[src/include/tocu_pkg.sv]
// package for the timer16 output compare units: offsets, fields, resets, types
`default_nettype none
package tocu_pkg;
   // register offsets on the byte-wide register port
   localparam logic [3:0] OFF_COMPARE_VALUE_HIGH_A = 4'h0;
   localparam logic [3:0] OFF_COMPARE_VALUE_LOW_A = 4'h1;
   localparam logic [3:0] OFF_COMPARE_VALUE_HIGH_B = 4'h2;
   localparam logic [3:0] OFF_COMPARE_VALUE_LOW_B = 4'h3;
   localparam logic [3:0] OFF_ACTION_CTRL = 4'h4;
   localparam logic [3:0] OFF_MODE_CTRL = 4'h5;
   localparam logic [3:0] OFF_IRQ_ENABLE = 4'h6;
   localparam logic [3:0] OFF_MATCH_STATUS = 4'h7;
   // field positions
   localparam int ACT_A_LSB = 6;
   localparam int ACT_B_LSB = 4;
   localparam int FORCE_A_BIT = 3;
   localparam int FORCE_B_BIT = 2;
   localparam int MODE_LSB = 0;
   localparam int EN_A_BIT = 0;
   localparam int EN_B_BIT = 1;
   localparam int FLAG_A_BIT = 0;
   localparam int FLAG_B_BIT = 1;
   localparam int STATE_A_BIT = 2;
   localparam int STATE_B_BIT = 3;
   // reset values
   localparam logic [15:0] RST_COMPARE = 16'h0000;
   localparam logic [3:0] RST_MODE = 4'h0;
   localparam logic [1:0] RST_ACTION = 2'h0;
   localparam logic RST_STATE = 1'b0;
   localparam logic [1:0] RST_IRQ_EN = 2'h0;
   // waveform mode values and mode classes (bit n set = mode n in class)
   localparam logic [3:0] MODE_NORMAL = 4'h0;
   localparam logic [3:0] MODE_CTC_A = 4'h4;
   localparam logic [3:0] MODE_CTC_CAPTURE = 4'hc;
   localparam logic [15:0] PWM_MODES = 16'hcfee;
   localparam logic [15:0] BOTTOM_UPDATE_MODES = 16'h0300;
   localparam logic [15:0] FAST_MODES = 16'hc0e0;
   // output action select codes
   localparam logic [1:0] ACT_NONE = 2'h0;
   localparam logic [1:0] ACT_TOGGLE = 2'h1;
   localparam logic [1:0] ACT_CLEAR = 2'h2;
   localparam logic [1:0] ACT_SET = 2'h3;
   // timer-side signals from the counter
   typedef struct packed {
      logic tick;          // timer clock enable
      logic top;           // counter at top
      logic bottom;        // counter at zero
      logic down;          // counting downward
      logic cnt_wr;        // cpu write to the counter
      logic [15:0] value;  // counter value
   } tocu_timer_t;
   // main module state
   typedef struct packed {
      logic [7:0] temp;
      logic [1:0] act_a;
      logic [1:0] act_b;
      logic [3:0] mode;
      logic [1:0] irq_en;
      logic block;
      logic [7:0] rdata;
   } tocu_top_st_t;
   // channel state
   typedef struct packed {
      logic [15:0] buffer;
      logic [15:0] active;
      logic flag;
   } tocu_chan_st_t;
endpackage
`default_nettype wire

[src/hw/tocu_channel.sv]
// one compare channel: comparator, double buffer and match flag
`default_nettype none
module tocu_channel (
   input wire logic mclk,
   input wire logic sys_rst,
   input wire tocu_pkg::tocu_timer_t tmr,
   input wire logic load,
   input wire logic [15:0] load_value,
   input wire logic buffered,
   input wire logic update_now,
   input wire logic match_allow,
   input wire logic flag_clear,
   output logic [15:0] compare_value,
   output logic [15:0] cpu_view,
   output logic match_hit,
   output logic match_flag
);
   import tocu_pkg::*;
   tocu_chan_st_t s;       // registered state
   tocu_chan_st_t next_s;  // next state
   // equality compare on every cycle, qualified at the timer tick
   assign match_hit = (tmr.value == s.active) && match_allow; // [RULE1] [RULE2]
   assign compare_value = s.active;
   // cpu sees buffer when buffered, active otherwise, no byte latch
   assign cpu_view = buffered ? s.buffer : s.active; // [RULE9] [RULE10]
   assign match_flag = s.flag;
   // next state
   always_comb begin
      next_s = s;
      // transfer at top or bottom only when buffered
      if (buffered && update_now) begin
         next_s.active = s.buffer; // [RULE8]
      end
      // only cpu writes change the value
      if (load) begin
         next_s.buffer = load_value; // [RULE10]
         if (!buffered) begin
            next_s.active = load_value; // [RULE7]
         end
      end
      // set wins over clear
      if (match_hit) begin
         next_s.flag = 1'b1; // [RULE2]
      end else if (flag_clear) begin
         next_s.flag = 1'b0; // [RULE3] [RULE4]
      end
   end
   // state register
   always_ff @(posedge mclk or posedge sys_rst) begin
      if (sys_rst) begin
         s <= '{buffer: RST_COMPARE, active: RST_COMPARE, flag: 1'b0};
      end else begin
         s <= next_s;
      end
   end
   property p_flag_set;
      @(posedge mclk) disable iff (sys_rst) match_hit |=> match_flag;
   endproperty
   a_flag_set: assert property (p_flag_set) // [RULE2]
      else $error("flag not set after match");
   property p_buffer_hold;
      @(posedge mclk) disable iff (sys_rst)
         buffered && !update_now |=> compare_value == $past(compare_value);
   endproperty
   a_buffer_hold: assert property (p_buffer_hold) // [RULE8]
      else $error("buffered compare changed off top or bottom");
   property p_direct_load;
      @(posedge mclk) disable iff (sys_rst)
         load && !buffered |=> compare_value == $past(load_value);
   endproperty
   a_direct_load: assert property (p_direct_load) // [RULE7]
      else $error("unbuffered write not applied");
   c_buffer_update: cover property (@(posedge mclk) buffered && update_now && load);
endmodule // tocu_channel
`default_nettype wire

[src/hw/tocu_outunit.sv]
// output action unit: output state register and port override
`default_nettype none
module tocu_outunit (
   input wire logic mclk,
   input wire logic sys_rst,
   input wire tocu_pkg::tocu_timer_t tmr,
   input wire logic match_hit,
   input wire logic force_match_strobe,
   input wire logic [1:0] output_action_sel,
   input wire logic [1:0] force_action,
   input wire logic pwm,
   input wire logic fast,
   input wire logic port_value,
   input wire logic output_pin_direction_bit,
   output logic compare_output_state,
   output logic pin_out,
   output logic pin_oe
);
   import tocu_pkg::*;
   logic s;       // internal output state, not the pin
   logic next_s;  // next state
   // action from match, force or bottom of a fast cycle
   always_comb begin
      next_s = s;
      if (!pwm) begin
         // non-pwm: set, clear, toggle; force acts as a match
         if (force_match_strobe || match_hit) begin
            case (force_match_strobe ? force_action : output_action_sel) // [RULE12] [RULE15]
               ACT_TOGGLE: next_s = ~s; // [RULE22] [RULE25]
               ACT_CLEAR: next_s = 1'b0; // [RULE25]
               ACT_SET: next_s = 1'b1; // [RULE25]
               default: next_s = s; // [RULE19]
            endcase
         end
      end else if (output_action_sel[1]) begin
         // pwm: code 3 inverts, codes 0 and 1 take no action
         if (match_hit) begin
            next_s = fast ? output_action_sel[0] : (output_action_sel[0] ^ tmr.down); // [RULE5]
         end else if (fast && tmr.tick && tmr.bottom) begin
            next_s = ~output_action_sel[0]; // [RULE5]
         end
      end
   end
   // output state register, cleared by system reset
   always_ff @(posedge mclk or posedge sys_rst) begin
      if (sys_rst) begin
         s <= RST_STATE; // [RULE16]
      end else begin
         s <= next_s;
      end
   end
   assign compare_output_state = s;
   // any nonzero action overrides the port value, direction stays with port
   assign pin_out = (output_action_sel != ACT_NONE) ? s : port_value; // [RULE17] [RULE21]
   assign pin_oe = output_pin_direction_bit; // [RULE18]
   property p_no_action;
      @(posedge mclk) disable iff (sys_rst)
         output_action_sel == ACT_NONE && !force_match_strobe |=> $stable(s);
   endproperty
   a_no_action: assert property (p_no_action) // [RULE19]
      else $error("output changed with action zero");
   property p_toggle;
      @(posedge mclk) disable iff (sys_rst)
         !pwm && !force_match_strobe && match_hit && output_action_sel == ACT_TOGGLE
         |=> s != $past(s);
   endproperty
   a_toggle: assert property (p_toggle) // [RULE25]
      else $error("toggle action did not toggle");
   property p_override;
      @(posedge mclk) disable iff (sys_rst)
         output_action_sel != ACT_NONE |-> pin_out == s;
   endproperty
   a_override: assert property (p_override) // [RULE17]
      else $error("pin not overridden by output state");
   c_force: cover property (@(posedge mclk) force_match_strobe && !pwm);
endmodule // tocu_outunit
`default_nettype wire

[src/hw/tocu_top.sv]
// timer16 output compare units: register port, shared byte latch, two channels
//
// Notes on behaviour
// RULE1 - compare counter and compare value every cycle
// RULE2 - match flag sets at next timer tick
// RULE3 - enabled flag requests irq, ack clears it
// RULE4 - writing one clears flag, zero ignored
// RULE5 - output from match, mode, action, top/bottom
// RULE6 - channel a value serves as counter top
// RULE7 - buffered in pwm modes, direct otherwise
// RULE8 - buffer moves to active at top/bottom
// RULE9 - cpu reaches buffer or active per mode
// RULE10 - only cpu writes change it; direct reads
// RULE11 - high byte latched, low write loads sixteen
// RULE12 - force acts like match, no flag
// RULE13 - counter write blocks matches next tick
// RULE14 - counter written to top misses top match
// RULE15 - action select unbuffered, next match applies
// RULE16 - output state cleared by system reset
// RULE17 - nonzero action overrides port output value
// RULE18 - software sets pin direction as output
// RULE19 - action zero leaves output state alone
// RULE20 - action select never touches input capture
// RULE21 - output state settable before override shows
// RULE22 - non-pwm actions set, clear or toggle
// RULE23 - modes 4 and 12 clear on match; ctc_clear_req is raised in mode 4 only
// RULE24 - mode 0 counts up freely, wraps
// RULE25 - codes 01 toggle, 10 clear, 11 set
`default_nettype none
module tocu_top (
   input wire logic mclk,
   input wire logic sys_rst,
   input wire logic [3:0] bus_addr,
   input wire logic [7:0] bus_wdata,
   input wire logic bus_wr,
   input wire logic bus_rd,
   output logic [7:0] bus_rdata,
   input wire tocu_pkg::tocu_timer_t tmr,
   input wire logic irq_ack_a,
   input wire logic irq_ack_b,
   output logic irq_a,
   output logic irq_b,
   input wire logic port_value_a,
   input wire logic port_value_b,
   input wire logic output_pin_direction_bit_a,
   input wire logic output_pin_direction_bit_b,
   output logic pin_out_a,
   output logic pin_oe_a,
   output logic pin_out_b,
   output logic pin_oe_b,
   output logic [15:0] channel_a_compare_reg,
   output logic top_match_a,
   output logic ctc_clear_req
);
   import tocu_pkg::*;

   tocu_top_st_t s;          // registered state
   tocu_top_st_t next_s;     // next state

   logic pwm;                // one of the twelve pwm modes
   logic fast;               // single-slope pwm
   logic update_now;         // buffer transfer point
   logic match_allow;        // timer tick with no block
   logic load_a;             // low byte write, channel a
   logic load_b;             // low byte write, channel b
   logic [15:0] load_value;  // latched high byte plus low byte
   logic clear_a;            // flag clear, channel a
   logic clear_b;            // flag clear, channel b
   logic force_a;            // force strobe, channel a
   logic force_b;            // force strobe, channel b
   logic [1:0] new_act_a;    // action being written, channel a
   logic [1:0] new_act_b;    // action being written, channel b
   logic [15:0] view_a;      // cpu view, channel a
   logic [15:0] view_b;      // cpu view, channel b
   logic hit_a;              // qualified match, channel a
   logic hit_b;              // qualified match, channel b
   logic flag_a;             // compare_match_flag a
   logic flag_b;             // compare_match_flag b
   logic state_a;            // compare_output_state a
   logic state_b;            // compare_output_state b

   // mode classes from the waveform mode
   assign pwm = PWM_MODES[s.mode]; // [RULE7]
   assign fast = FAST_MODES[s.mode];

   // buffered value moves at top, or at bottom in the bottom-update modes
   assign update_now = tmr.tick &&
      (BOTTOM_UPDATE_MODES[s.mode] ? tmr.bottom : tmr.top); // [RULE8]

   // a counter write blocks every match at the next tick, even if stopped
   assign match_allow = tmr.tick && !s.block; // [RULE13]

   // sixteen-bit load from latch and low byte in one cycle
   assign load_value = {s.temp, bus_wdata}; // [RULE11]
   assign load_a = bus_wr && (bus_addr == OFF_COMPARE_VALUE_LOW_A); // [RULE11]
   assign load_b = bus_wr && (bus_addr == OFF_COMPARE_VALUE_LOW_B); // [RULE11]

   // write-one-to-clear or interrupt service clears the flag
   assign clear_a = (bus_wr && (bus_addr == OFF_MATCH_STATUS) && bus_wdata[FLAG_A_BIT])
      || irq_ack_a; // [RULE3] [RULE4]
   assign clear_b = (bus_wr && (bus_addr == OFF_MATCH_STATUS) && bus_wdata[FLAG_B_BIT])
      || irq_ack_b; // [RULE3] [RULE4]

   // force strobes only act in non-pwm modes; they are never stored
   assign force_a = bus_wr && (bus_addr == OFF_ACTION_CTRL)
      && bus_wdata[FORCE_A_BIT] && !pwm; // [RULE12]
   assign force_b = bus_wr && (bus_addr == OFF_ACTION_CTRL)
      && bus_wdata[FORCE_B_BIT] && !pwm; // [RULE12]

   // a force uses the action written beside it
   assign new_act_a = bus_wdata[ACT_A_LSB +: 2];
   assign new_act_b = bus_wdata[ACT_B_LSB +: 2];

   // next state: register writes, byte latch, block, read data
   always_comb begin
      next_s = s;
      next_s.rdata = '0;
      // write decode
      if (bus_wr) begin
         if (bus_addr == OFF_COMPARE_VALUE_HIGH_A) begin
            // shared latch, loaded by either high byte
            next_s.temp = bus_wdata; // [RULE11]
         end else if (bus_addr == OFF_COMPARE_VALUE_HIGH_B) begin
            next_s.temp = bus_wdata; // [RULE11]
         end else if (bus_addr == OFF_ACTION_CTRL) begin
            // takes effect at the next match, no buffering
            next_s.act_a = new_act_a; // [RULE15]
            next_s.act_b = new_act_b; // [RULE15]
         end else if (bus_addr == OFF_MODE_CTRL) begin
            next_s.mode = bus_wdata[MODE_LSB +: 4];
         end else if (bus_addr == OFF_IRQ_ENABLE) begin
            next_s.irq_en = {bus_wdata[EN_B_BIT], bus_wdata[EN_A_BIT]};
         end
      end
      // read decode; compare bytes come straight from the channel
      if (bus_rd) begin
         if (bus_addr == OFF_COMPARE_VALUE_HIGH_A) begin
            next_s.rdata = view_a[15:8]; // [RULE10]
         end else if (bus_addr == OFF_COMPARE_VALUE_LOW_A) begin
            next_s.rdata = view_a[7:0]; // [RULE10]
         end else if (bus_addr == OFF_COMPARE_VALUE_HIGH_B) begin
            next_s.rdata = view_b[15:8]; // [RULE10]
         end else if (bus_addr == OFF_COMPARE_VALUE_LOW_B) begin
            next_s.rdata = view_b[7:0]; // [RULE10]
         end else if (bus_addr == OFF_ACTION_CTRL) begin
            // force bits always read zero
            next_s.rdata[ACT_A_LSB +: 2] = s.act_a;
            next_s.rdata[ACT_B_LSB +: 2] = s.act_b;
         end else if (bus_addr == OFF_MODE_CTRL) begin
            next_s.rdata[MODE_LSB +: 4] = s.mode;
         end else if (bus_addr == OFF_IRQ_ENABLE) begin
            next_s.rdata[EN_A_BIT] = s.irq_en[0];
            next_s.rdata[EN_B_BIT] = s.irq_en[1];
         end else if (bus_addr == OFF_MATCH_STATUS) begin
            next_s.rdata[FLAG_A_BIT] = flag_a;
            next_s.rdata[FLAG_B_BIT] = flag_b;
            next_s.rdata[STATE_A_BIT] = state_a;
            next_s.rdata[STATE_B_BIT] = state_b;
         end
         // unmapped addresses read zero
      end
      // block holds from a counter write until the next tick
      next_s.block = tmr.cnt_wr || (s.block && !tmr.tick); // [RULE13]
   end

   // state register
   always_ff @(posedge mclk or posedge sys_rst) begin
      if (sys_rst) begin
         s <= '{temp: 8'h00, act_a: RST_ACTION, act_b: RST_ACTION,
                mode: RST_MODE, irq_en: RST_IRQ_EN, block: 1'b0, rdata: 8'h00};
      end else begin
         s <= next_s;
      end
   end

   // read data stands only in the cycle after the read strobe
   assign bus_rdata = s.rdata;

   // interrupt request while flag set and enabled
   assign irq_a = flag_a && s.irq_en[0]; // [RULE3]
   assign irq_b = flag_b && s.irq_en[1]; // [RULE3]

   // channel a
   tocu_channel u_chan_a (
      .mclk(mclk),
      .sys_rst(sys_rst),
      .tmr(tmr),
      .load(load_a),
      .load_value(load_value),
      .buffered(pwm),
      .update_now(update_now),
      .match_allow(match_allow),
      .flag_clear(clear_a),
      .compare_value(channel_a_compare_reg),
      .cpu_view(view_a),
      .match_hit(hit_a),
      .match_flag(flag_a)
   );

   // channel b
   tocu_channel u_chan_b (
      .mclk(mclk),
      .sys_rst(sys_rst),
      .tmr(tmr),
      .load(load_b),
      .load_value(load_value),
      .buffered(pwm),
      .update_now(update_now),
      .match_allow(match_allow),
      .flag_clear(clear_b),
      .compare_value(),
      .cpu_view(view_b),
      .match_hit(hit_b),
      .match_flag(flag_b)
   );

   // output unit a
   tocu_outunit u_out_a (
      .mclk(mclk),
      .sys_rst(sys_rst),
      .tmr(tmr),
      .match_hit(hit_a),
      .force_match_strobe(force_a),
      .output_action_sel(s.act_a),
      .force_action(new_act_a),
      .pwm(pwm),
      .fast(fast),
      .port_value(port_value_a),
      .output_pin_direction_bit(output_pin_direction_bit_a),
      .compare_output_state(state_a),
      .pin_out(pin_out_a),
      .pin_oe(pin_oe_a)
   );

   // output unit b
   tocu_outunit u_out_b (
      .mclk(mclk),
      .sys_rst(sys_rst),
      .tmr(tmr),
      .match_hit(hit_b),
      .force_match_strobe(force_b),
      .output_action_sel(s.act_b),
      .force_action(new_act_b),
      .pwm(pwm),
      .fast(fast),
      .port_value(port_value_b),
      .output_pin_direction_bit(output_pin_direction_bit_b),
      .compare_output_state(state_b),
      .pin_out(pin_out_b),
      .pin_oe(pin_oe_b)
   );

   // channel a match is the top hit; a blocked top is simply missed
   assign top_match_a = hit_a; // [RULE6] [RULE14]
   // clear the counter on channel a match in mode 4 only; mode 12 and
   // mode 0 never clear from here, capture lies outside this block
   assign ctc_clear_req = hit_a && (s.mode == MODE_CTC_A); // [RULE23] [RULE24]
   // the action bits reach nothing but the output units and the read data [RULE20]

   property p_block;
      @(posedge mclk) disable iff (sys_rst)
         $past(tmr.cnt_wr) && tmr.tick |-> !hit_a && !hit_b;
   endproperty
   a_block: assert property (p_block) // [RULE13]
      else $error("match not blocked after counter write");

   property p_irq;
      @(posedge mclk) disable iff (sys_rst)
         flag_a && s.irq_en[0] |-> irq_a;
   endproperty
   a_irq: assert property (p_irq) // [RULE3]
      else $error("enabled flag without interrupt request");

   property p_w1c;
      @(posedge mclk) disable iff (sys_rst)
         bus_wr && bus_addr == OFF_MATCH_STATUS && bus_wdata[FLAG_A_BIT] && !hit_a
         |=> !flag_a;
   endproperty
   a_w1c: assert property (p_w1c) // [RULE4]
      else $error("write one did not clear flag");

   property p_force_no_flag;
      @(posedge mclk) disable iff (sys_rst)
         force_a && !hit_a && !flag_a |=> !flag_a;
   endproperty
   a_force_no_flag: assert property (p_force_no_flag) // [RULE12]
      else $error("force set the match flag");

   property p_load16;
      @(posedge mclk) disable iff (sys_rst)
         bus_wr && bus_addr == OFF_COMPARE_VALUE_HIGH_A ##1 !bus_wr ##1 load_a && !pwm
         |=> channel_a_compare_reg == {$past(bus_wdata, 3), $past(bus_wdata)};
   endproperty
   a_load16: assert property (p_load16) // [RULE11]
      else $error("sixteen-bit compare load wrong");

   property p_rdata_once;
      @(posedge mclk) disable iff (sys_rst)
         !bus_rd |=> bus_rdata == 8'h00;
   endproperty
   a_rdata_once: assert property (p_rdata_once)
      else $error("read data outside its cycle");

   property p_ctc;
      @(posedge mclk) disable iff (sys_rst)
         hit_a && s.mode == MODE_CTC_A |-> ctc_clear_req;
   endproperty
   a_ctc: assert property (p_ctc) // [RULE23]
      else $error("no counter clear on mode 4 match");

   property p_ack_clear;
      @(posedge mclk) disable iff (sys_rst)
         irq_ack_a && !hit_a |=> !flag_a;
   endproperty
   a_ack_clear: assert property (p_ack_clear) // [RULE3]
      else $error("serviced interrupt left flag set");

   property p_flag_hold;
      @(posedge mclk) disable iff (sys_rst)
         flag_a && !clear_a |=> flag_a;
   endproperty
   a_flag_hold: assert property (p_flag_hold) // [RULE4]
      else $error("flag dropped without a clear");

   property p_w1c_b;
      @(posedge mclk) disable iff (sys_rst)
         bus_wr && bus_addr == OFF_MATCH_STATUS && bus_wdata[FLAG_B_BIT] && !hit_b
         |=> !flag_b;
   endproperty
   a_w1c_b: assert property (p_w1c_b) // [RULE4]
      else $error("write one did not clear flag b");

   property p_top_hit;
      @(posedge mclk) disable iff (sys_rst)
         tmr.tick && !s.block && tmr.value == channel_a_compare_reg |-> top_match_a;
   endproperty
   a_top_hit: assert property (p_top_hit) // [RULE1] [RULE6]
      else $error("equal counter and compare gave no top match");

   property p_blocked_any;
      @(posedge mclk) disable iff (sys_rst)
         s.block && tmr.tick |-> !hit_a && !hit_b;
   endproperty
   a_blocked_any: assert property (p_blocked_any) // [RULE13] [RULE14]
      else $error("match taken while blocked");

   c_match_a: cover property (@(posedge mclk) hit_a && s.irq_en[0]);
   c_blocked: cover property (@(posedge mclk) s.block && tmr.tick);
endmodule // tocu_top
`default_nettype wire

[config.mk]
export PLATFORM = sky130hd
export DESIGN_NAME = tocu_top
export DESIGN_NICKNAME = d
export VERILOG_FILES = /design/src/include/tocu_pkg.sv /design/src/hw/tocu_channel.sv /design/src/hw/tocu_outunit.sv /design/src/hw/tocu_top.sv
export SDC_FILE = /design/constraint.sdc
export NUM_CORES = 1
export LEC_CHECK = 0
export BUFFER_PORTS_ARGS = -buffer_cell sky130_fd_sc_hd__buf_2
export CORE_MARGIN = 8
export CORE_UTILIZATION = 63
export DETAILED_ROUTE_END_ITERATION = 10
export PLACE_DENSITY = 0.86
export REMOVE_ABC_BUFFERS = 1
export SLEW_MARGIN = 20
export SYNTH_ARGS = -nofsm -noshare
export SYNTH_HDL_FRONTEND = slang
export SYNTH_SLANG_ARGS = --single-unit
[constraint.sdc]
create_clock -name mclk -period 6.9 [get_ports mclk]
set_input_delay 0.69 -clock mclk [delete_from_list [all_inputs] [get_ports mclk]]
set_output_delay 0.69 -clock mclk [all_outputs]
set_load 0.005 [all_outputs]
==> qor.csv, run 1 <==
metric,value,unit
outcome,"complete, no violations",
pre-CTS WS,3.16,ns
Syn. warnings,0,
"area leader, netlist",dfrtp_1,
gr ovfl total,0,
initial drt markers,396,
largest net degree at the start of global routing,62,
max_slew headroom,25.2,%
Non-Filler Instances,721,
first-pass GRT wire length,23800,um
vias in the first global route,4740,
critical path class,register to output port,
"commonest non-fill, non-tap cell in the layout",dfrtp_1,
clock root buffer,clkbuf_8,
Worst-path clk slew,0.10,ns
CP required,6.21,ns
Setup TNS Final,0,ns
Tmin final,3.11,ns
"EDFF count, synth",0,
Area contributors post-synth,"dfrtp_1 44%, mux2_1 9.3%, mux2i_1 7.0%",
Initial Util,63.9,%
MaxCap Viol Count,0,
Cell Pwr Density,336,mW/mm2
Worst Path Max Fanout,4,
dpl hpwl,10400,um
Tightest Pin Transition,1.12,ns
gr usage total,25.6,%
fraction of registers with async set/reset,100,%
IO buf count,70,
layer with the highest usage,met2,
skew final,0.0108,ns
post-synthesis cell area,0.00546,mm2
Inserted Diodes,0,
met1 Use GR,30.8,%
initial antenna violation count,0,
Hold Slack,0.329,ns
clock sink count,95,
final worst-path cycle share,45.1,%
GR Util met3,5.79,%
vias per cell,6.41,
final setup margin,3.79,ns
Syn Inst Count,576,
post-CTS resize count,0,
met2 Use GR,41.0,%
Routed wire per std cell,20.6,um
DR pass1 iterations,5,
CP endpoint kind,output port,
nature of the critical path startpoint,register,
top-area cell type share of the netlist area,43.5,%
Synth cell types,51,
Ports,75,
Synth-to-Final Area Change,8.77,%
via count,4620,
leakage power total,0.00261,uW
gpl congestion,0.949,
TritonCTS clock tree,built,
placed inst area,0.00569,mm2
placed cells,704,
"Seq/Total Area, Yosys",43.5,%
row count,34,
"Design Area, Final",0.00594,mm2
Post-CTS Setup Repair Bufs,0,
Max H-tree Level,3,
Hold Buf Count CTS,0,
Die Y,109,um
Die W,109,um
fraction of layout cells with a size suffix above 1,17.3,%
Synth Flop Type,dfrtp_1,
most frequent cells in the layout,"95 x dfrtp_1, 94 x nand2_1, 70 x buf_2, 45 x o21ai_1, 45 x mux2_1",
Final setup viols,0,
worst-skew pair later-pin latency,0.37,ns
Mapped Avg Cell Area,9.48,um2
RSZ-0062 raised after global routing,false,
Synth Register Bits,95,
post-route ant nets,0,
Num CTS Buffers,9,
Peak supply drop,0.000171,V
worst min-delay path class,input pin to asynchronous set/reset pin,
drt drc,0,
Routed WL,14800,um
final hold viol count,0,
Die ar.,0.0119,mm2
# nets final,651,
core area,0.00855,mm2
fmax,322,MHz
fin. max-slew vios,0,
Clock Tree Buf Depth,2,
arrival time worst endpoint,2.42,ns
[worst max-delay path, cell delays in order, from the launching register on]
cell and delay (ns):
dfrtp_1 0.46, xnor2_1 0.35, nand2_1 0.11, nor4b_1 0.33, nand4_1 0.34, nor4_1 0.29
buf_2 0.17
[kinds of logic after synthesis]
group / count (synthesis) / share of synthesized area, %
DFF: 95 / 43.5
and+or+nand+nor: 185 / 15.5
buffers and inverters: 65 / 6.64
xor gates and xnor gates: 32 / 5.13
muxes: 87 / 17.1
AOI/OAI and AO/OA: 112 / 12.0
[synthesized netlist by cell type (11+ instances only)]
cell type	number
a21oi_1	20
a31oi_1	15
buf_4	26
clkbuf_1	22
dfrtp_1	95
mux2_1	45
mux2i_1	38
nand2_1	94
nand3_1	11
nor2_1	33
o21ai_1	45
xnor2_1	26
[stage by stage]
step	power [uW]	utilization [%]
3_5_place_dp	1560	66.6
5_1_grt	2090	69.5
3_3_place_gp	1520	66.5
4_1_cts	1970	69.1
2_1_floorplan	1310	-
6_report	2000	69.5
[path summary, 6_finish.rpt]
kind                                      startpoint                    endpoint  slack [ns]  depth (start not counted)
max                        u_chan_a.compare_value[9]               ctc_clear_req        3.79                          6
min                                          sys_rst  u_chan_a.compare_value[13]        0.33                          2
max reg2reg                                    s[14]                bus_rdata[6]        4.31                          7
min reg2reg                                     s[8]                        s[8]        0.49                          1
max in group asynchronous                    sys_rst              u_chan_a.s[21]        5.44                          3
min in group mclk                               s[8]                        s[8]        0.49                          1
[sequential cells by signal, indices dropped and copies added (netlist names)]
register	count
u_chan_a.compare_value	16
u_chan_a.s	16
u_chan_b.compare_value	16
u_chan_b.s	16
s	11
bus_rdata	8
load_value	8
u_chan_a.match_flag	1
u_chan_b.match_flag	1
u_out_a.compare_output_state	1
u_out_b.compare_output_state	1
[final cells by class]
type,count,area [um2]
multi-input cells,416,2750
clock buffers,9,124
well taps,108,135
clock inverters,7,92.6
inverters,9,36.3
repair buffers,77,423
flip-flops and latches,95,2380
fillers,611,2610
[where the power goes]
part | internal, uW | total (uW) | switching, uW
registers | 730 | 926 | 195
logic | 304 | 661 | 357
clock network | 205 | 411 | 206
[routing by layer]
| layer | part of all wire [%] | vias up |
|---|---|---|
| li1 | - | 2045 |
| met1 | 38 | 2236 |
| met2 | 49 | 286 |
| met3 | 8.9 | 53 |
| met4 | 4.1 | 0 |
| met5 | 0 | - |
Power figures use the tool's default switching activity.
==> run 2: changes to the inputs <==
Settings changed: CORE_UTILIZATION 63 to 58, PLACE_DENSITY 0.86 to 0.8.
Clock period 6.9 ns to 3.2 ns, I/O delays scaled along.
==> run 2 against run 1 <==
- final area hardly changed
- highest routed layer unchanged
- worst hold slack worse by 0.32 ns
- critical path depth stayed put
- non-clock buffer count is 7 higher
- register-to-register slack worse by 3.6 ns
- global-route usage is 1.4 points lower
- critical endpoint unchanged
- sequential power is 120% higher
- critical path type unchanged
- sequential cell count stayed put
- power is 110% higher
==> qor.csv, run 2 (synthesis results as in run 1) <==
metric,value,unit
outcome,"complete, no violations",
Max H-tree Level,3,
fmax,351,MHz
clock root buffer,clkbuf_8,
worst min-delay path class,input pin to asynchronous set/reset pin,
MaxCap Viol Count,0,
dpl hpwl,10900,um
core area,0.00920,mm2
internal power,2580,uW
Non-Filler Instances,730,
most frequent cells in the layout,"95 x dfrtp_1, 94 x nand2_1, 70 x buf_2, 45 x o21ai_1, 45 x mux2_1",
Initial Util,59.4,%
worst reg-to-reg setup slack,0.69,ns
largest net degree at the start of global routing,47,
Tmin final,2.85,ns
leakage power total,0.00262,uW
Inserted Diodes,0,
Peak supply drop,0.000339,V
max_slew headroom,52.9,%
Routed WL,15400,um
Seq pwr share,47.5,%
initial drt markers,414,
Num CTS Buffers,9,
final hold viol count,0,
vias per cell,6.35,
# nets final,658,
gpl congestion,0.917,
gr ovfl total,0,
clock sink count,95,
Worst Path Max Fanout,4,
gr usage total,24.2,%
Post-CTS Setup Repair Bufs,0,
Net Switching,1630,uW
Logic pwr share,33.7,%
Hold Buf Count CTS,0,
drt drc,0,
Ports,75,
post-CTS resize count,0,
placed cells,715,
Final setup viols,0,
Finished Core Util,64.5,%
vias in the first global route,4661,
post-route ant nets,0,
skew final,0.00941,ns
Reg2Reg Depth,6,
"Critical Path, Cell by Cell",xnor2_1 -> nand4_1 -> nor4b_1 -> nand4_1 -> nor4_1 -> buf_2,
fin. max-slew vios,0,
Die ar.,0.0128,mm2
R2R Path Start,u_chan_a.compare_value[15],
TritonCTS clock tree,built,
CP endpoint kind,output port,
row count,35,
RSZ-0062 raised after global routing,false,
FF-to-FF End,u_out_a.compare_output_state,
first-pass GRT wire length,24400,um
Setup TNS Final,0,ns
Hold Slack,0.00754,ns
arrival time worst endpoint,2.53,ns
Crit-path slowest cell,dfrtp_1,
worst-skew pair later-pin latency,0.37,ns
CP required,2.88,ns
CP dominant cell by count,nand4_1,
Critical path origin,u_chan_a.compare_value[15],
Critical Path Max Stage Delay,0.43,ns
Tightest Pin Transition,0.706,ns
fraction of layout cells with a size suffix above 1,17.9,%
via count,4635,
Clock Tree Buf Depth,2,
Die Y,113,um
Synth-to-Final Area Change,8.68,%
Fill cells,767,
initial antenna violation count,0,
Die W,113,um
Worst-path clk slew,0.10,ns
Routed wire per std cell,21.0,um
nature of the critical path startpoint,register,
"commonest non-fill, non-tap cell in the layout",dfrtp_1,
Sw Ratio,38.7,%
clock network fraction of total power,18.8,%
IO buf count,70,
Cell Pwr Density,709,mW/mm2
final worst-path cycle share,89.1,%
critical path class,register to output port,
DR pass1 iterations,5,
==> run 2: cell count changes in the layout (fill, tap and decap cells not counted), sizes merged <==
cell    delta
buf        +7
clkbuf     +1
clkinv     -1
bufinv     -1
==> run 2: metrics by stage <==
step	instance area [um2]	power, uW	worst slack (ns)
floorplan	5130	2830	-1.84
finish	5940	4210	0.350
CTS	5940	4180	0.426
global placement	5750	3320	0.875
global route	5940	4410	0.217
detailed placement	5750	3390	0.823
==> run 2: layer usage <==
layer | vias to the layer above | wire length, um | global-route usage [%]
li1 | 2067 | - | -
met1 | 2261 | 6330 | 30.7
met2 | 264 | 7230 | 38.7
met3 | 43 | 1330 | 5.43
met4 | 0 | 472 | 10.9
met5 | - | 0 | 0
==> run 2: how the worst max path moves through the flow <==
stage                                              end  slack [ns]
after floorplan              u_chan_a.compare_value[0]       -1.84
after global placement    u_out_a.compare_output_state        0.87
after detailed placement  u_out_a.compare_output_state        0.82
after CTS                                ctc_clear_req        0.43
after global routing                     ctc_clear_req        0.22
final                                    ctc_clear_req        0.35
==> run 2: final cells by class <==
class,instances,area (um2),area share [%]
multi-input cells,416,2740,46.2
flip-flops and latches,95,2380,40.1
repair buffers,84,455,7.67
well taps,111,139,2.34
clock buffers,10,128,2.15
clock inverters,5,57.6,0.970
inverters,9,36.3,0.611
==> run 2: critical path, delay by kind of cell (launching register included) <==
kind                   cells  cell delay, ns
AND/OR/NAND/NOR            4            1.22
XOR/XNOR                   1            0.35
flip-flops                 1            0.43
buffers and inverters      1            0.18
==> run 2: power by group through the flow <==
stage	clock network (uW)	registers [uW]	logic, uW
6_report	792	2000	1420
5_1_grt	850	2030	1530
4_1_cts	798	1980	1410
3_5_place_dp	0	2000	1400
3_3_place_gp	0	1970	1360
2_1_floorplan	0	1890	933
